## src/logic/spi_ctrl_pkg.sv

```systemverilog
// Constants shared by the high-speed serial controller register block
//
// Behaviour
// RULE1: Divider code picks divide by 4..96
// RULE2: Divider change ignored while controller enabled
// RULE3: Buffer-mode bit enables buffer and copy path
// RULE4: Disabling buffer mode resets buffer two cycles
// RULE5: Software leaves buffer alone during reset
// RULE6: Phase bit chooses sample or setup edge
// RULE7: Polarity bit sets idle level and edges
// RULE8: Role bit selects master; cleared with enable
// RULE9: Enable bit runs or stops the controller
// RULE10: One write configures and enables together
// RULE11: Timeout flag set; cleared by software, enable toggle
// RULE12: Done flag set; cleared by software, enable toggle
// RULE13: Overflow flag set when both receive buffers full
// RULE14: Deselect edge flag per polarity; cleared when disabled
// RULE15: Select edge flag per polarity; cleared when disabled
// RULE16: Timeout, done, overflow interrupt through enable bits
// RULE17: Select edges interrupt while select enable set
// RULE18: Polarity bit decides selected select-pin level
// RULE19: Select mode takes software value instead of pin
// RULE20: Start-timeout write arms timer until first byte
// RULE21: Timeout after programmed serial clock periods
// RULE22: Chip-select bit drives select pin level
// RULE23: Writing zero clears flag, one keeps it
// RULE24: Enabled flags merge into one held request
package spi_ctrl_pkg;

   // ****************************************************************
   // Register offsets
   // ****************************************************************
   localparam logic [7:0] OFS_TIMEOUT_LO     = 8'hd1;
   localparam logic [7:0] OFS_TIMEOUT_HI     = 8'hd2;
   localparam logic [7:0] OFS_IRQ_MASK       = 8'hd4;
   localparam logic [7:0] OFS_CONFIG         = 8'hd9;
   localparam logic [7:0] OFS_EVENTS         = 8'hda;
   localparam logic [7:0] OFS_CONTROL        = 8'hdb;

   // ****************************************************************
   // Reset values
   // ****************************************************************
   localparam logic [7:0] RST_IRQ_MASK       = 8'h00;
   localparam logic [7:0] RST_CONFIG         = 8'h80;
   localparam logic [7:0] RST_EVENTS         = 8'h00;
   localparam logic [7:0] RST_CONTROL        = 8'h01;
   localparam logic [7:0] RST_TIMEOUT        = 8'h00;

   // ****************************************************************
   // Configuration fields
   // ****************************************************************
   localparam int CFG_DIV_LSB    = 5;
   localparam int CFG_BUF_MODE   = 4;
   localparam int CFG_CPHA       = 3;
   localparam int CFG_CPOL       = 2;
   localparam int CFG_MASTER     = 1;
   localparam int CFG_ENABLE     = 0;

   // ****************************************************************
   // Event flag and mask fields
   // ****************************************************************
   localparam int EV_TIMEOUT     = 7;
   localparam int EV_DONE        = 6;
   localparam int EV_OVERFLOW    = 5;
   localparam int EV_DESELECT    = 4;
   localparam int EV_SELECT      = 3;
   localparam int IE_SELECT      = 4;
   localparam logic [7:0] EV_WRITABLE  = 8'hf8;
   localparam logic [7:0] IE_WRITABLE  = 8'hf0;

   // ****************************************************************
   // Control fields
   // ****************************************************************
   localparam int CR_POLARITY    = 5;
   localparam int CR_SW_VALUE    = 4;
   localparam int CR_SW_MODE     = 3;
   localparam int CR_START_TO    = 2;
   localparam int CR_REARM_TO    = 1;
   localparam int CR_CHIP_SEL    = 0;
   localparam logic [7:0] CR_STORED    = 8'h39;

   // ****************************************************************
   // Timing
   // ****************************************************************
   localparam int BUF_RESET_CYCLES = 2;
   localparam logic [6:0] DIV_0 = 7'h04;
   localparam logic [6:0] DIV_1 = 7'h05;
   localparam logic [6:0] DIV_2 = 7'h06;
   localparam logic [6:0] DIV_3 = 7'h08;
   localparam logic [6:0] DIV_4 = 7'h0c;
   localparam logic [6:0] DIV_5 = 7'h18;
   localparam logic [6:0] DIV_6 = 7'h30;
   localparam logic [6:0] DIV_7 = 7'h60;

   typedef enum logic [1:0] {
      TMR_IDLE  = 2'b00,
      TMR_ARMED = 2'b01,
      TMR_RUN   = 2'b10
   } tmr_state_e;

endpackage

```

## src/logic/spi_ctrl_regs.sv

```systemverilog
// Configuration, event flag, select and serial clock logic of the high-speed serial controller
//
// Chosen here: the strobed register port.
`timescale 1ns/100ps

module spi_ctrl_regs (
   // Clock and reset
   input  wire logic        i_sys_clk,
   input  wire logic        i_rst,
   // Register port
   input  wire logic [7:0]  i_addr,
   input  wire logic [7:0]  i_wdata,
   input  wire logic        i_wr,
   input  wire logic        i_rd,
   output logic      [7:0]  o_rdata,
   // Events from the shift engine and buffers
   input  wire logic        i_transfer_done,
   input  wire logic        i_rx_buffers_full,
   input  wire logic        i_byte_received,
   input  wire logic        i_shift_active,
   input  wire logic        i_global_irq_enable,
   // Serial clock pin
   input  wire logic        i_serial_clock_pin,
   output logic             o_serial_clock_pin,
   output logic             o_serial_clock_pin_oe,
   // Slave select pin
   input  wire logic        i_slave_select_pin,
   output logic             o_slave_select_pin,
   output logic             o_slave_select_pin_oe,
   // Controller state
   output logic             o_controller_enable,
   output logic             o_master_role,
   output logic             o_clock_phase,
   output logic             o_clock_polarity,
   output logic             o_selected,
   output logic             o_sample_pulse,
   output logic             o_setup_pulse,
   output logic             o_serial_tick,
   // Buffer memory control
   output logic             o_buffer_enable,
   output logic             o_buffer_reset,
   // Interrupt
   output logic             o_serial_irq
);
   import spi_ctrl_pkg::*;

   // ****************************************************************
   // Divider decode
   // ****************************************************************
   function automatic logic [6:0] divisor_of(input logic [2:0] code);
      case (code)
         3'h0:    divisor_of = DIV_0;
         3'h1:    divisor_of = DIV_1;
         3'h2:    divisor_of = DIV_2;
         3'h3:    divisor_of = DIV_3;
         3'h4:    divisor_of = DIV_4;
         3'h5:    divisor_of = DIV_5;
         3'h6:    divisor_of = DIV_6;
         default: divisor_of = DIV_7;
      endcase
   endfunction

   // ****************************************************************
   // Declarations
   // ****************************************************************
   logic [7:0]  cfg_q;
   logic [7:0]  mask_q;
   logic [7:0]  events_q;
   logic [7:0]  events_d;
   logic [7:0]  ctrl_q;
   logic [15:0] timeout_q;
   logic [2:0]  active_code_q;
   logic        en_prev_q;
   logic        buf_prev_q;
   logic [1:0]  buf_rst_cnt_q;
   logic [6:0]  div_cnt_q;
   logic [6:0]  divisor;
   logic        tick_lead;
   logic        tick_trail;
   logic        sck_q;
   logic [1:0]  sck_sync_q;
   logic        sck_prev_q;
   logic [1:0]  ss_sync_q;
   logic        sel_prev_q;
   logic        sample_q;
   logic        setup_q;
   logic        tick_q;
   logic [15:0] tmr_cnt_q;
   tmr_state_e  tmr_q;
   logic        timeout_ev;
   logic [7:0]  rdata_q;

   logic        wr_cfg;
   logic        wr_mask;
   logic        wr_events;
   logic        wr_ctrl;
   logic        wr_to_lo;
   logic        wr_to_hi;
   logic        en;
   logic        en_toggle;
   logic        eff_pin;
   logic        selected;
   logic        sel_rise;
   logic        sel_fall;
   logic        lead_edge;
   logic        trail_edge;

   assign wr_cfg    = i_wr && (i_addr == OFS_CONFIG);
   assign wr_mask   = i_wr && (i_addr == OFS_IRQ_MASK);
   assign wr_events = i_wr && (i_addr == OFS_EVENTS);
   assign wr_ctrl   = i_wr && (i_addr == OFS_CONTROL);
   assign wr_to_lo  = i_wr && (i_addr == OFS_TIMEOUT_LO);
   assign wr_to_hi  = i_wr && (i_addr == OFS_TIMEOUT_HI);
   assign en        = cfg_q[CFG_ENABLE];
   assign en_toggle = en != en_prev_q;

   // ****************************************************************
   // Configuration register
   // ****************************************************************
   always_ff @(posedge i_sys_clk or posedge i_rst) begin
      if (i_rst) begin
         cfg_q <= RST_CONFIG;
      end else if (wr_cfg) begin
         cfg_q <= i_wdata;                                   // RULE10
         if (!i_wdata[CFG_ENABLE]) begin
            cfg_q[CFG_MASTER] <= 1'b0;                       // RULE8
         end
      end
   end

   // Divider code only follows the register while the controller is stopped
   always_ff @(posedge i_sys_clk or posedge i_rst) begin
      if (i_rst) begin
         active_code_q <= RST_CONFIG[CFG_DIV_LSB +: 3];
      end else if (wr_cfg && !en) begin
         active_code_q <= i_wdata[CFG_DIV_LSB +: 3];         // RULE2 RULE10
      end
   end

   always_ff @(posedge i_sys_clk or posedge i_rst) begin
      if (i_rst) begin
         en_prev_q  <= 1'b0;
         buf_prev_q <= 1'b0;
      end else begin
         en_prev_q  <= en;
         buf_prev_q <= cfg_q[CFG_BUF_MODE];
      end
   end

   // ****************************************************************
   // Mask, control and timeout value registers
   // ****************************************************************
   always_ff @(posedge i_sys_clk or posedge i_rst) begin
      if (i_rst) begin
         mask_q <= RST_IRQ_MASK;
      end else if (wr_mask) begin
         mask_q <= i_wdata & IE_WRITABLE;
      end
   end

   always_ff @(posedge i_sys_clk or posedge i_rst) begin
      if (i_rst) begin
         ctrl_q <= RST_CONTROL;
      end else if (wr_ctrl) begin
         ctrl_q <= i_wdata & CR_STORED;
      end
   end

   always_ff @(posedge i_sys_clk or posedge i_rst) begin
      if (i_rst) begin
         timeout_q <= {RST_TIMEOUT, RST_TIMEOUT};
      end else if (wr_to_lo) begin
         timeout_q[7:0] <= i_wdata;
      end else if (wr_to_hi) begin
         timeout_q[15:8] <= i_wdata;
      end
   end

   // ****************************************************************
   // Buffer memory enable and reset
   // ****************************************************************
   assign o_buffer_enable = cfg_q[CFG_BUF_MODE];             // RULE3

   always_ff @(posedge i_sys_clk or posedge i_rst) begin
      if (i_rst) begin
         buf_rst_cnt_q <= 2'h0;
      end else if (buf_prev_q && !cfg_q[CFG_BUF_MODE]) begin
         buf_rst_cnt_q <= 2'(BUF_RESET_CYCLES);              // RULE4
      end else if (buf_rst_cnt_q != 2'h0) begin
         buf_rst_cnt_q <= buf_rst_cnt_q - 2'h1;
      end
   end

   assign o_buffer_reset = buf_rst_cnt_q != 2'h0;            // RULE4

   // ****************************************************************
   // Serial clock divider and master clock generation
   // ****************************************************************
   assign divisor    = divisor_of(active_code_q);            // RULE1
   assign tick_lead  = en && (div_cnt_q == 7'h00);
   assign tick_trail = en && (div_cnt_q == (divisor >> 1));

   always_ff @(posedge i_sys_clk or posedge i_rst) begin
      if (i_rst) begin
         div_cnt_q <= 7'h00;
      end else if (!en || div_cnt_q >= divisor - 7'h01) begin
         div_cnt_q <= 7'h00;                                 // RULE9
      end else begin
         div_cnt_q <= div_cnt_q + 7'h01;                     // RULE1
      end
   end

   // Idle level is the polarity bit; leading edge leaves it, trailing edge returns
   always_ff @(posedge i_sys_clk or posedge i_rst) begin
      if (i_rst) begin
         sck_q <= 1'b0;
      end else if (!(en && cfg_q[CFG_MASTER])) begin
         sck_q <= cfg_q[CFG_CPOL];                           // RULE7
      end else if (tick_lead && i_shift_active) begin
         sck_q <= !cfg_q[CFG_CPOL];                          // RULE7
      end else if (tick_trail) begin
         sck_q <= cfg_q[CFG_CPOL];                           // RULE7
      end
   end

   assign o_serial_clock_pin    = sck_q;
   assign o_serial_clock_pin_oe = en && cfg_q[CFG_MASTER];   // RULE8

   // ****************************************************************
   // Slave clock input and edge classification
   // ****************************************************************
   always_ff @(posedge i_sys_clk or posedge i_rst) begin
      if (i_rst) begin
         sck_sync_q <= 2'h0;
         sck_prev_q <= 1'b0;
      end else begin
         sck_sync_q <= {sck_sync_q[0], i_serial_clock_pin};
         sck_prev_q <= sck_sync_q[1];
      end
   end

   always_comb begin
      lead_edge  = 1'b0;
      trail_edge = 1'b0;
      if (en && cfg_q[CFG_MASTER]) begin
         lead_edge  = tick_lead && i_shift_active && (sck_q == cfg_q[CFG_CPOL]);
         trail_edge = tick_trail && (sck_q != cfg_q[CFG_CPOL]);
      end else if (en && selected) begin
         lead_edge  = (sck_prev_q == cfg_q[CFG_CPOL]) && (sck_sync_q[1] != cfg_q[CFG_CPOL]);  // RULE7
         trail_edge = (sck_prev_q != cfg_q[CFG_CPOL]) && (sck_sync_q[1] == cfg_q[CFG_CPOL]);  // RULE7
      end
   end

   always_ff @(posedge i_sys_clk or posedge i_rst) begin
      if (i_rst) begin
         sample_q <= 1'b0;
         setup_q  <= 1'b0;
         tick_q   <= 1'b0;
      end else begin
         sample_q <= cfg_q[CFG_CPHA] ? trail_edge : lead_edge;   // RULE6
         setup_q  <= cfg_q[CFG_CPHA] ? lead_edge : trail_edge;   // RULE6
         tick_q   <= tick_lead;
      end
   end

   assign o_sample_pulse = sample_q;
   assign o_setup_pulse  = setup_q;
   assign o_serial_tick  = tick_q;

   // ****************************************************************
   // Slave select handling
   // ****************************************************************
   always_ff @(posedge i_sys_clk or posedge i_rst) begin
      if (i_rst) begin
         ss_sync_q <= 2'h3;
      end else begin
         ss_sync_q <= {ss_sync_q[0], i_slave_select_pin};
      end
   end

   assign eff_pin  = ctrl_q[CR_SW_MODE] ? ctrl_q[CR_SW_VALUE] : ss_sync_q[1];   // RULE19
   assign selected = ctrl_q[CR_POLARITY] ? eff_pin : !eff_pin;                 // RULE18
   assign sel_rise = selected && !sel_prev_q;
   assign sel_fall = !selected && sel_prev_q;

   always_ff @(posedge i_sys_clk or posedge i_rst) begin
      if (i_rst) begin
         sel_prev_q <= 1'b0;
      end else begin
         sel_prev_q <= selected;
      end
   end

   assign o_selected            = selected;
   assign o_slave_select_pin    = ctrl_q[CR_CHIP_SEL];                         // RULE22
   assign o_slave_select_pin_oe = en && cfg_q[CFG_MASTER] && !ctrl_q[CR_SW_MODE];  // RULE22

   // ****************************************************************
   // Timeout timer
   // ****************************************************************
   always_ff @(posedge i_sys_clk or posedge i_rst) begin
      if (i_rst) begin
         tmr_q     <= TMR_IDLE;
         tmr_cnt_q <= 16'h0000;
      end else if (!(en && cfg_q[CFG_BUF_MODE])) begin
         tmr_q     <= TMR_IDLE;
         tmr_cnt_q <= 16'h0000;
      end else if (wr_ctrl && i_wdata[CR_START_TO]) begin
         tmr_q     <= TMR_ARMED;                                               // RULE20
         tmr_cnt_q <= 16'h0000;
      end else if (wr_ctrl && i_wdata[CR_REARM_TO] && tmr_q == TMR_RUN) begin
         tmr_cnt_q <= 16'h0000;
      end else begin
         case (tmr_q)
            TMR_ARMED: begin
               if (i_byte_received) begin
                  tmr_q <= TMR_RUN;                                            // RULE20
               end
            end
            TMR_RUN: begin
               if (tick_lead) begin
                  if (tmr_cnt_q + 16'h0001 >= timeout_q) begin
                     tmr_q <= TMR_IDLE;                                        // RULE21
                  end
                  tmr_cnt_q <= tmr_cnt_q + 16'h0001;                           // RULE21
               end
            end
            default: begin
               tmr_cnt_q <= 16'h0000;
            end
         endcase
      end
   end

   assign timeout_ev = en && cfg_q[CFG_BUF_MODE] && (tmr_q == TMR_RUN) && tick_lead
                       && (tmr_cnt_q + 16'h0001 >= timeout_q)
                       && !(wr_ctrl && (i_wdata[CR_START_TO] || i_wdata[CR_REARM_TO]));  // RULE21

   // ****************************************************************
   // Event flags
   // ****************************************************************
   always_comb begin
      events_d = events_q;
      if (wr_events) begin
         events_d = events_q & (i_wdata | ~EV_WRITABLE);                      // RULE23
      end
      if (en_toggle) begin
         events_d[EV_TIMEOUT] = 1'b0;                                          // RULE11
         events_d[EV_DONE]    = 1'b0;                                          // RULE12
      end
      if (!en) begin
         events_d[EV_DESELECT] = 1'b0;                                         // RULE14
         events_d[EV_SELECT]   = 1'b0;                                         // RULE15
      end
      // Hardware set wins over any clear in the same cycle
      if (timeout_ev) begin
         events_d[EV_TIMEOUT] = 1'b1;                                          // RULE11
      end
      if (en && i_transfer_done) begin
         events_d[EV_DONE] = 1'b1;                                             // RULE12
      end
      if (en && cfg_q[CFG_BUF_MODE] && i_rx_buffers_full) begin
         events_d[EV_OVERFLOW] = 1'b1;                                         // RULE13
      end
      if (en && sel_fall) begin
         events_d[EV_DESELECT] = 1'b1;                                         // RULE14
      end
      if (en && sel_rise) begin
         events_d[EV_SELECT] = 1'b1;                                           // RULE15
      end
      events_d = events_d & EV_WRITABLE;
   end

   always_ff @(posedge i_sys_clk or posedge i_rst) begin
      if (i_rst) begin
         events_q <= RST_EVENTS;
      end else begin
         events_q <= events_d;
      end
   end

   // ****************************************************************
   // Interrupt request
   // ****************************************************************
   assign o_serial_irq = i_global_irq_enable && (                              // RULE24
                            (events_q[EV_TIMEOUT]  && mask_q[EV_TIMEOUT])  ||  // RULE16
                            (events_q[EV_DONE]     && mask_q[EV_DONE])     ||  // RULE16
                            (events_q[EV_OVERFLOW] && mask_q[EV_OVERFLOW]) ||  // RULE16
                            ((events_q[EV_DESELECT] || events_q[EV_SELECT]) && mask_q[IE_SELECT]));  // RULE17

   // ****************************************************************
   // Register read
   // ****************************************************************
   always_ff @(posedge i_sys_clk or posedge i_rst) begin
      if (i_rst) begin
         rdata_q <= 8'h00;
      end else if (!i_rd) begin
         rdata_q <= 8'h00;
      end else if (i_addr == OFS_CONFIG) begin
         rdata_q <= cfg_q;
      end else if (i_addr == OFS_IRQ_MASK) begin
         rdata_q <= mask_q;
      end else if (i_addr == OFS_EVENTS) begin
         rdata_q <= events_q;
      end else if (i_addr == OFS_CONTROL) begin
         rdata_q <= ctrl_q;
      end else if (i_addr == OFS_TIMEOUT_LO) begin
         rdata_q <= timeout_q[7:0];
      end else if (i_addr == OFS_TIMEOUT_HI) begin
         rdata_q <= timeout_q[15:8];
      end else begin
         rdata_q <= 8'h00;
      end
   end

   assign o_rdata             = rdata_q;
   assign o_controller_enable = en;                                            // RULE9
   assign o_master_role       = cfg_q[CFG_MASTER];                             // RULE8
   assign o_clock_phase       = cfg_q[CFG_CPHA];
   assign o_clock_polarity    = cfg_q[CFG_CPOL];

endmodule

```

## config.mk

```make
export PLATFORM = sky130hd
export DESIGN_NAME = spi_ctrl_regs
export DESIGN_NICKNAME = d
export VERILOG_FILES = /design/src/logic/spi_ctrl_pkg.sv /design/src/logic/spi_ctrl_regs.sv
export SDC_FILE = /design/constraint.sdc
export NUM_CORES = 1
export LEC_CHECK = 0
export BUFFER_PORTS_ARGS = -buffer_cell sky130_fd_sc_hd__buf_2
export CAP_MARGIN = 40
export CORE_ASPECT_RATIO = 1.4
export CORE_UTILIZATION = 55
export DETAILED_ROUTE_END_ITERATION = 8
export PLACE_DENSITY = 0.75
export SLEW_MARGIN = 20
export SYNTH_ARGS = -nofsm -noshare
export SYNTH_HDL_FRONTEND = slang
export SYNTH_SLANG_ARGS = --single-unit
```

## constraint.sdc

```tcl
create_clock -name i_sys_clk -period 3.6 [get_ports i_sys_clk]
set_clock_uncertainty 0.05 [all_clocks]
set_input_delay 0.18 -clock i_sys_clk [delete_from_list [all_inputs] [get_ports i_sys_clk]]
set_output_delay 0.18 -clock i_sys_clk [all_outputs]
set_load 0.03 [all_outputs]
```

==> results_dict.tcl, run 1 <==
set metrics [dict create \
    firstDrtPassIters 5 \
    synth_nets 565 \
    drc 0 \
    post_drt_wl_per_cell_um 17.5 \
    min_period_over_period_pct 83.2 \
    path_buf_inv 0 \
    stdcell_count 665 \
    final_net_count 610 \
    grt_pass1_vias 4041 \
    drive_gt1_share_pct 19.3 \
    rows 40 \
    slew_headroom_pct 47.0 \
    hold_viol_final 0 \
    diodes 0 \
    synth_seq_cells 87 \
    avgSynthCellArea_um2 9.87 \
    synth_cell_types 65 \
    timing.setup.tns_ns 0 \
    syn_to_final_growth_pct 12.3 \
    detailed_place_hpwl_mm 8.58 \
    path_cells "and3_4 > nand4_4 > or3_4 > xnor2_1 > ha_1 > a211oi_1 > nor2_1 > a2111oi_0 > o21ai_0 > a311oi_1" \
    gp_congestion 0.883 \
    rsz0062_at_grt "no" \
    cts-root-buf "clkbuf_16" \
    outcome "finished clean" \
    cp.depth 10 \
    rr_worst_depth 10 \
    design.die.area_um2 9540 \
    synth_top_area_share_pct 40.8 \
    p_per_area_nw_per_um2 416 \
    worstPathMaxFanout 8 \
    ant_nets 0 \
    cp.arrival_ns 3.19 \
    ir_drop_v 0.000344 \
    pin_count 50 \
    clkTransAtPathRegs_ns 0.06 \
    vias_per_cell 5.99 \
    required_ns 3.80 \
    slew_violations 0 \
    coreArea_um2 8710 \
    clock-sinks 87 \
    antenna_found_initial 0 \
    die_w_um 82.8 \
    yosysTopAreaCell "dfrtp_1" \
    synth_warnings 0 \
    cpLargestDelayFamily "compound AO/OA/AOI/OAI gates" \
    startpoint_type "register" \
    cts_setup_buffers 0 \
    grt_pass1_wl_mm 19.9 \
    synth_edf_count 0 \
    maxCapViolCount 0 \
    endpoint_kind "register" \
    crit_type "register to register" \
    ys.flop_type "dfrtp_1" \
    finalSetupViolations 0 \
    htree_levels 3 \
    grt_max_degree 32 \
    overflow 0 \
    cts_tree "built" \
    fmax_mhz 334 \
    min_period_ns 2.99 \
    routed_wl_mm 11.6 \
    die_h_um 115 \
    hold_class "input port to register" \
    max-clock-path-buffers 2 \
    numCtsBuffers 9 \
    crit_slowest_cell "dfrtp_1" \
    synth_area_leaders "dfrtp_1, ha_1, nand2_1" \
    drtIter0Drc 262 \
    synthCells 510 \
    worstMarginPinSlew_ns 0.788 \
    place_inst 646 \
    power.leakage_nw 2.75 \
    start_util_pct 57.8 \
    io_buffers 49 \
    min_delay_path_depth 3 \
    synth_area_um2 5030 \
    cts_resized 0 \
    power.total_w 0.00235 \
    postSynth.asyncResetShare_pct 100 \
    ys_seq_area_share_pct 43.4 \
    cpPeakStageDelay_ns 0.44 \
    via_count 3986 \
    grt.total_usage_pct 26.5 \
    clk-insertion-delay-late_ns 0.34 \
]
## layout make-up
class / instances / area (um2)
fill: 720 / 3060
multi-input combinational: 368 / 2600
sequential: 87 / 2180
timing repair buffer: 55 / 298
clock buffer: 10 / 229
tap: 105 / 131
inverter: 34 / 129
clock inverter: 6 / 85.1
## kinds of logic (layout without fill, tap and decap cells)
group | count (synthesis) | in the layout | synth area share [%]
fa+ha+maj | 29 | 29 | 7.16
flops | 87 | 87 | 43.4
compound gates | 108 | 108 | 14.5
buf+inv | 55 | 105 | 5.00
mux | 29 | 29 | 6.94
simple gates | 177 | 177 | 18.7
xor+xnor | 25 | 25 | 4.35
## routing by layer
metal	vias to the layer above	part of all wire, %	track usage, %
met5	-	0	0
met4	0	2.1	8.97
met3	22	4.4	5.24
met2	123	53	48.3
met1	1945	41	31.3
li1	1896	-	-
## flip-flops by register name (all words and copies together), names as in the netlist, 2 cells and up
signal	count
sck_sync_q	2
ss_sync_q	2
events_q	5
buf_rst_cnt_q	2
timeout_q	16
ctrl_q	4
tmr_q	2
tmr_cnt_q	16
cfg_q	8
active_code_q	3
div_cnt_q	7
o_rdata	8
mask_q	4
## cell usage in the layout (no fill, tap or decap), types with 4 or more instances in the layout
master     instances
dfrtp_1           82
nor3_1             9
a21o_1             9
mux2i_1            6
ha_1              28
a22o_1             8
o21ai_0           31
a211oi_1           5
a21oi_1           19
a221oi_1           4
and3_1             5
a221o_1            5
xnor2_1           14
a22oi_1            4
xor2_1            11
clkbuf_16          9
nor2b_1           15
buf_2             49
nand2b_1           9
mux2_4             8
and2_1             4
nand4_1            6
nor2_1            15
inv_1             33
nand3_1           17
or3_1              4
mux2_2            15
dfstp_2            5
nand2_1           69
## worst reg2reg max path: cells and delay by family, from the launching register on
| kind | cells | cell delay (ns) |
|---|---|---|
| compound gates | 4 | 1.03 |
| xor+xnor | 1 | 0.13 |
| flops | 1 | 0.44 |
| fa+ha+maj | 1 | 0.30 |
| simple gates | 4 | 0.94 |
## power breakdown
group / internal, W / total, W / switching (W)
sequential: 0.00103 / 0.00108 / 0.0000485
clock: 0.000605 / 0.000989 / 0.000384
combinational: 0.000109 / 0.000277 / 0.000168
total: 0.00175 / 0.00235 / 0.000600
## what timing repair did
item,in CTS,in global routing
hold endpoints to repair,27,0
hold buffers,3,0
endpoints found under the setup margin,0,0
## cells in the mapped netlist, types with 8 or more instances
| library cell | number |
|---|---|
| o21ai_0 | 31 |
| nand2_1 | 69 |
| ha_1 | 28 |
| mux2_2 | 15 |
| a21o_1 | 9 |
| dfrtp_1 | 82 |
| nor2b_1 | 15 |
| nor3_1 | 9 |
| a22o_1 | 8 |
| nor2_1 | 15 |
| a21oi_1 | 19 |
| mux2_4 | 8 |
| inv_1 | 34 |
| nand2b_1 | 9 |
| xor2_1 | 11 |
| xnor2_1 | 14 |
| nand3_1 | 17 |
## per-stage QoR
stage,hold WS (ns),setup slack [ns],instance area [um2],util (%)
2_1_floorplan,0.134,0.887,5030,-
3_3_place_gp,0.164,0.750,5310,61.0
3_5_place_dp,0.171,0.648,5310,61.0
4_1_cts,0.000764,0.645,5650,64.9
5_1_grt,0.0223,0.255,5650,64.9
6_report,0.00658,0.606,5650,64.9
## path summary, 6_finish.rpt
kind,from,to,slack (ns)
max,tmr_cnt_q[2],tmr_q[1],0.61
min,i_transfer_done,events_q[6],0.007
max reg2reg,tmr_cnt_q[2],tmr_q[1],0.61
min reg2reg,sck_sync_q[0],sck_sync_q[1],0.30
max in group asynchronous,i_rst,active_code_q[2],2.35
min in group asynchronous,i_rst,mask_q[4],0.35
Power figures use the tool's default switching activity.
==> inputs of run 2 (changes only) <==
clock period = 3.1 ns   (was 3.6 ns; I/O delays follow)
==> results_dict.tcl, run 2 (same netlist as run 1, synthesis figures left out) <==
set metrics [dict create \
    finalWorstSetupSlack_ns 0.267 \
    routed_wl_mm 11.5 \
    syn_to_final_growth_pct 13.2 \
    slew_headroom_pct 48.2 \
    critPathCapture "tmr_q[1]" \
    reg2reg_slack_ns 0.27 \
    route.met3.wl_um 415 \
    maxCapViolCount 0 \
    outcome "finished clean" \
    cts-root-buf "clkbuf_16" \
    ant_nets 0 \
    final_net_count 614 \
    io_buffers 49 \
    grt_pass1_vias 4006 \
    hold_viol_final 0 \
    final_common_cell "dfrtp_1" \
    n_fill_cell 717 \
    start_util_pct 57.8 \
    required_ns 3.30 \
    die_h_um 115 \
    timing.setup.tns_ns 0 \
    design.die.area_um2 9540 \
    rows 40 \
    reg_top3 "timeout_q x16, tmr_cnt_q x16" \
    regArea_um2 2180 \
    die_w_um 82.8 \
    hold_class "input port to register" \
    ir_drop_v 0.000462 \
    slew_violations 0 \
    rr_worst_depth 10 \
    clock-sinks 87 \
    post_drt_wl_per_cell_um 17.2 \
    cts_tree "built" \
    finalSetupViolations 0 \
    startpoint_type "register" \
    pre_cts_ws_ns 0.144 \
    min_period_over_period_pct 91.4 \
    utilization_pct 65.4 \
    min_period_ns 2.83 \
    numCtsBuffers 9 \
    pin_count 50 \
    fmax_mhz 353 \
    cp.arrival_ns 3.03 \
    most-common-layout-cells "dfrtp_1, nand2_1, buf_2" \
    worstPathMaxFanout 8 \
    crit_start "tmr_cnt_q[2]" \
    r2r_start "tmr_cnt_q[2]" \
    firstDrtPassIters 5 \
    crit_type "register to register" \
    coreArea_um2 8710 \
    max-clock-path-buffers 2 \
    rsz0062_at_grt "no" \
    clkTransAtPathRegs_ns 0.06 \
    gp_congestion 0.878 \
    via_count 3957 \
    power.leakage_nw 2.76 \
    p_per_area_nw_per_um2 460 \
    clk-insertion-delay-late_ns 0.34 \
    endpoint_kind "register" \
    antenna_found_initial 0 \
    overflow 0 \
    worst_r2r_endpoint "tmr_q[1]" \
    top_layer_used "met4" \
    drtIter0Drc 228 \
    drive_gt1_share_pct 19.9 \
    multi_input_area_um2 2610 \
    htree_levels 3 \
    dr_wl_met2_mm 5.86 \
    wl_met1_mm 4.75 \
    grt.total_usage_pct 26.0 \
    detailed_place_hpwl_mm 8.59 \
    diodes 0 \
    grt_pass1_wl_mm 19.5 \
    worstMarginPinSlew_ns 0.770 \
    grt_max_degree 38 \
    vias_per_cell 5.92 \
    drc 0 \
]
==> run 2: changes by cell type in the layout (fill, tap and decap cells not counted), sizes merged <==
cell	before	now
bufinv	2	1
clkbuf	10	11
buf	52	54
dlygate4sd3	3	5
clkinvlp	2	1
==> run 2: how the worst min path moves through the flow <==
stage                             from           end  slack, ns  depth (start not counted)
CTS                         i_wdata[7]      cfg_q[7]       0.02                          3
global placement    i_slave_select_pin  ss_sync_q[0]       0.21                          1
global route                i_wdata[7]      cfg_q[7]       0.04                          3
floorplan           i_slave_select_pin  ss_sync_q[0]       0.11                          0
detailed placement               i_rst    o_rdata[5]        0.1                          2
finish                      i_wdata[7]      cfg_q[7]       0.02                          3
==> run 2: worst max-delay path: stages, from the launching register on <==
cell and delay (ns):
dfrtp_2 0.42, and3_4 0.24, nand4_4 0.17, or3_4 0.44, xnor2_1 0.14, ha_1 0.29
a211oi_1 0.22, nor2_1 0.08, a2111oi_1 0.31, o21ai_1 0.15, a311oi_1 0.22
==> run 2: stage by stage <==
stage | power [W] | hold slack, ns | area [um2] | cells
finish | 0.00262 | 0.0200 | 5690 | 668
global route | 0.00273 | 0.0410 | 5690 | 668
CTS | 0.00263 | 0.0174 | 5660 | 666
detailed placement | 0.00160 | 0.0977 | 5330 | 646
global placement | 0.00158 | 0.211 | 5310 | 645
floorplan | 0.00149 | 0.109 | 5030 | 510
==> run 2: metal layers <==
metal | vias up | track usage (%)
li1 | 1899 | -
met1 | 1925 | 29.7
met2 | 99 | 47.0
met3 | 34 | 4.38
met4 | 0 | 13.2
met5 | - | 0
==> run 2: layout make-up <==
| type | instances | share of cell area (%) |
|---|---|---|
| Timing Repair Buffer | 59 | 6.28 |
| Tap cell | 105 | 2.31 |
| Sequential cell | 87 | 38.4 |
| Inverter | 34 | 2.26 |
| Multi-Input combinational cell | 368 | 45.9 |
| Clock inverter | 4 | 0.835 |
| Clock buffer | 11 | 4.09 |
==> run 2: where the power goes <==
group          switching, W  leakage (nW)  total, W  internal (W)
clock              0.000421         0.135   0.00104      0.000617
combinational      0.000193          1.51  0.000325      0.000132
sequential        0.0000556          1.12   0.00126       0.00120
==> run 2: repair_timing <==
action,CTS,global route
setup buffers,0,2
hold buffers,5,0
setup endpoints to repair,0,2
endpoints found under the hold margin,21,0
resized for setup,0,6
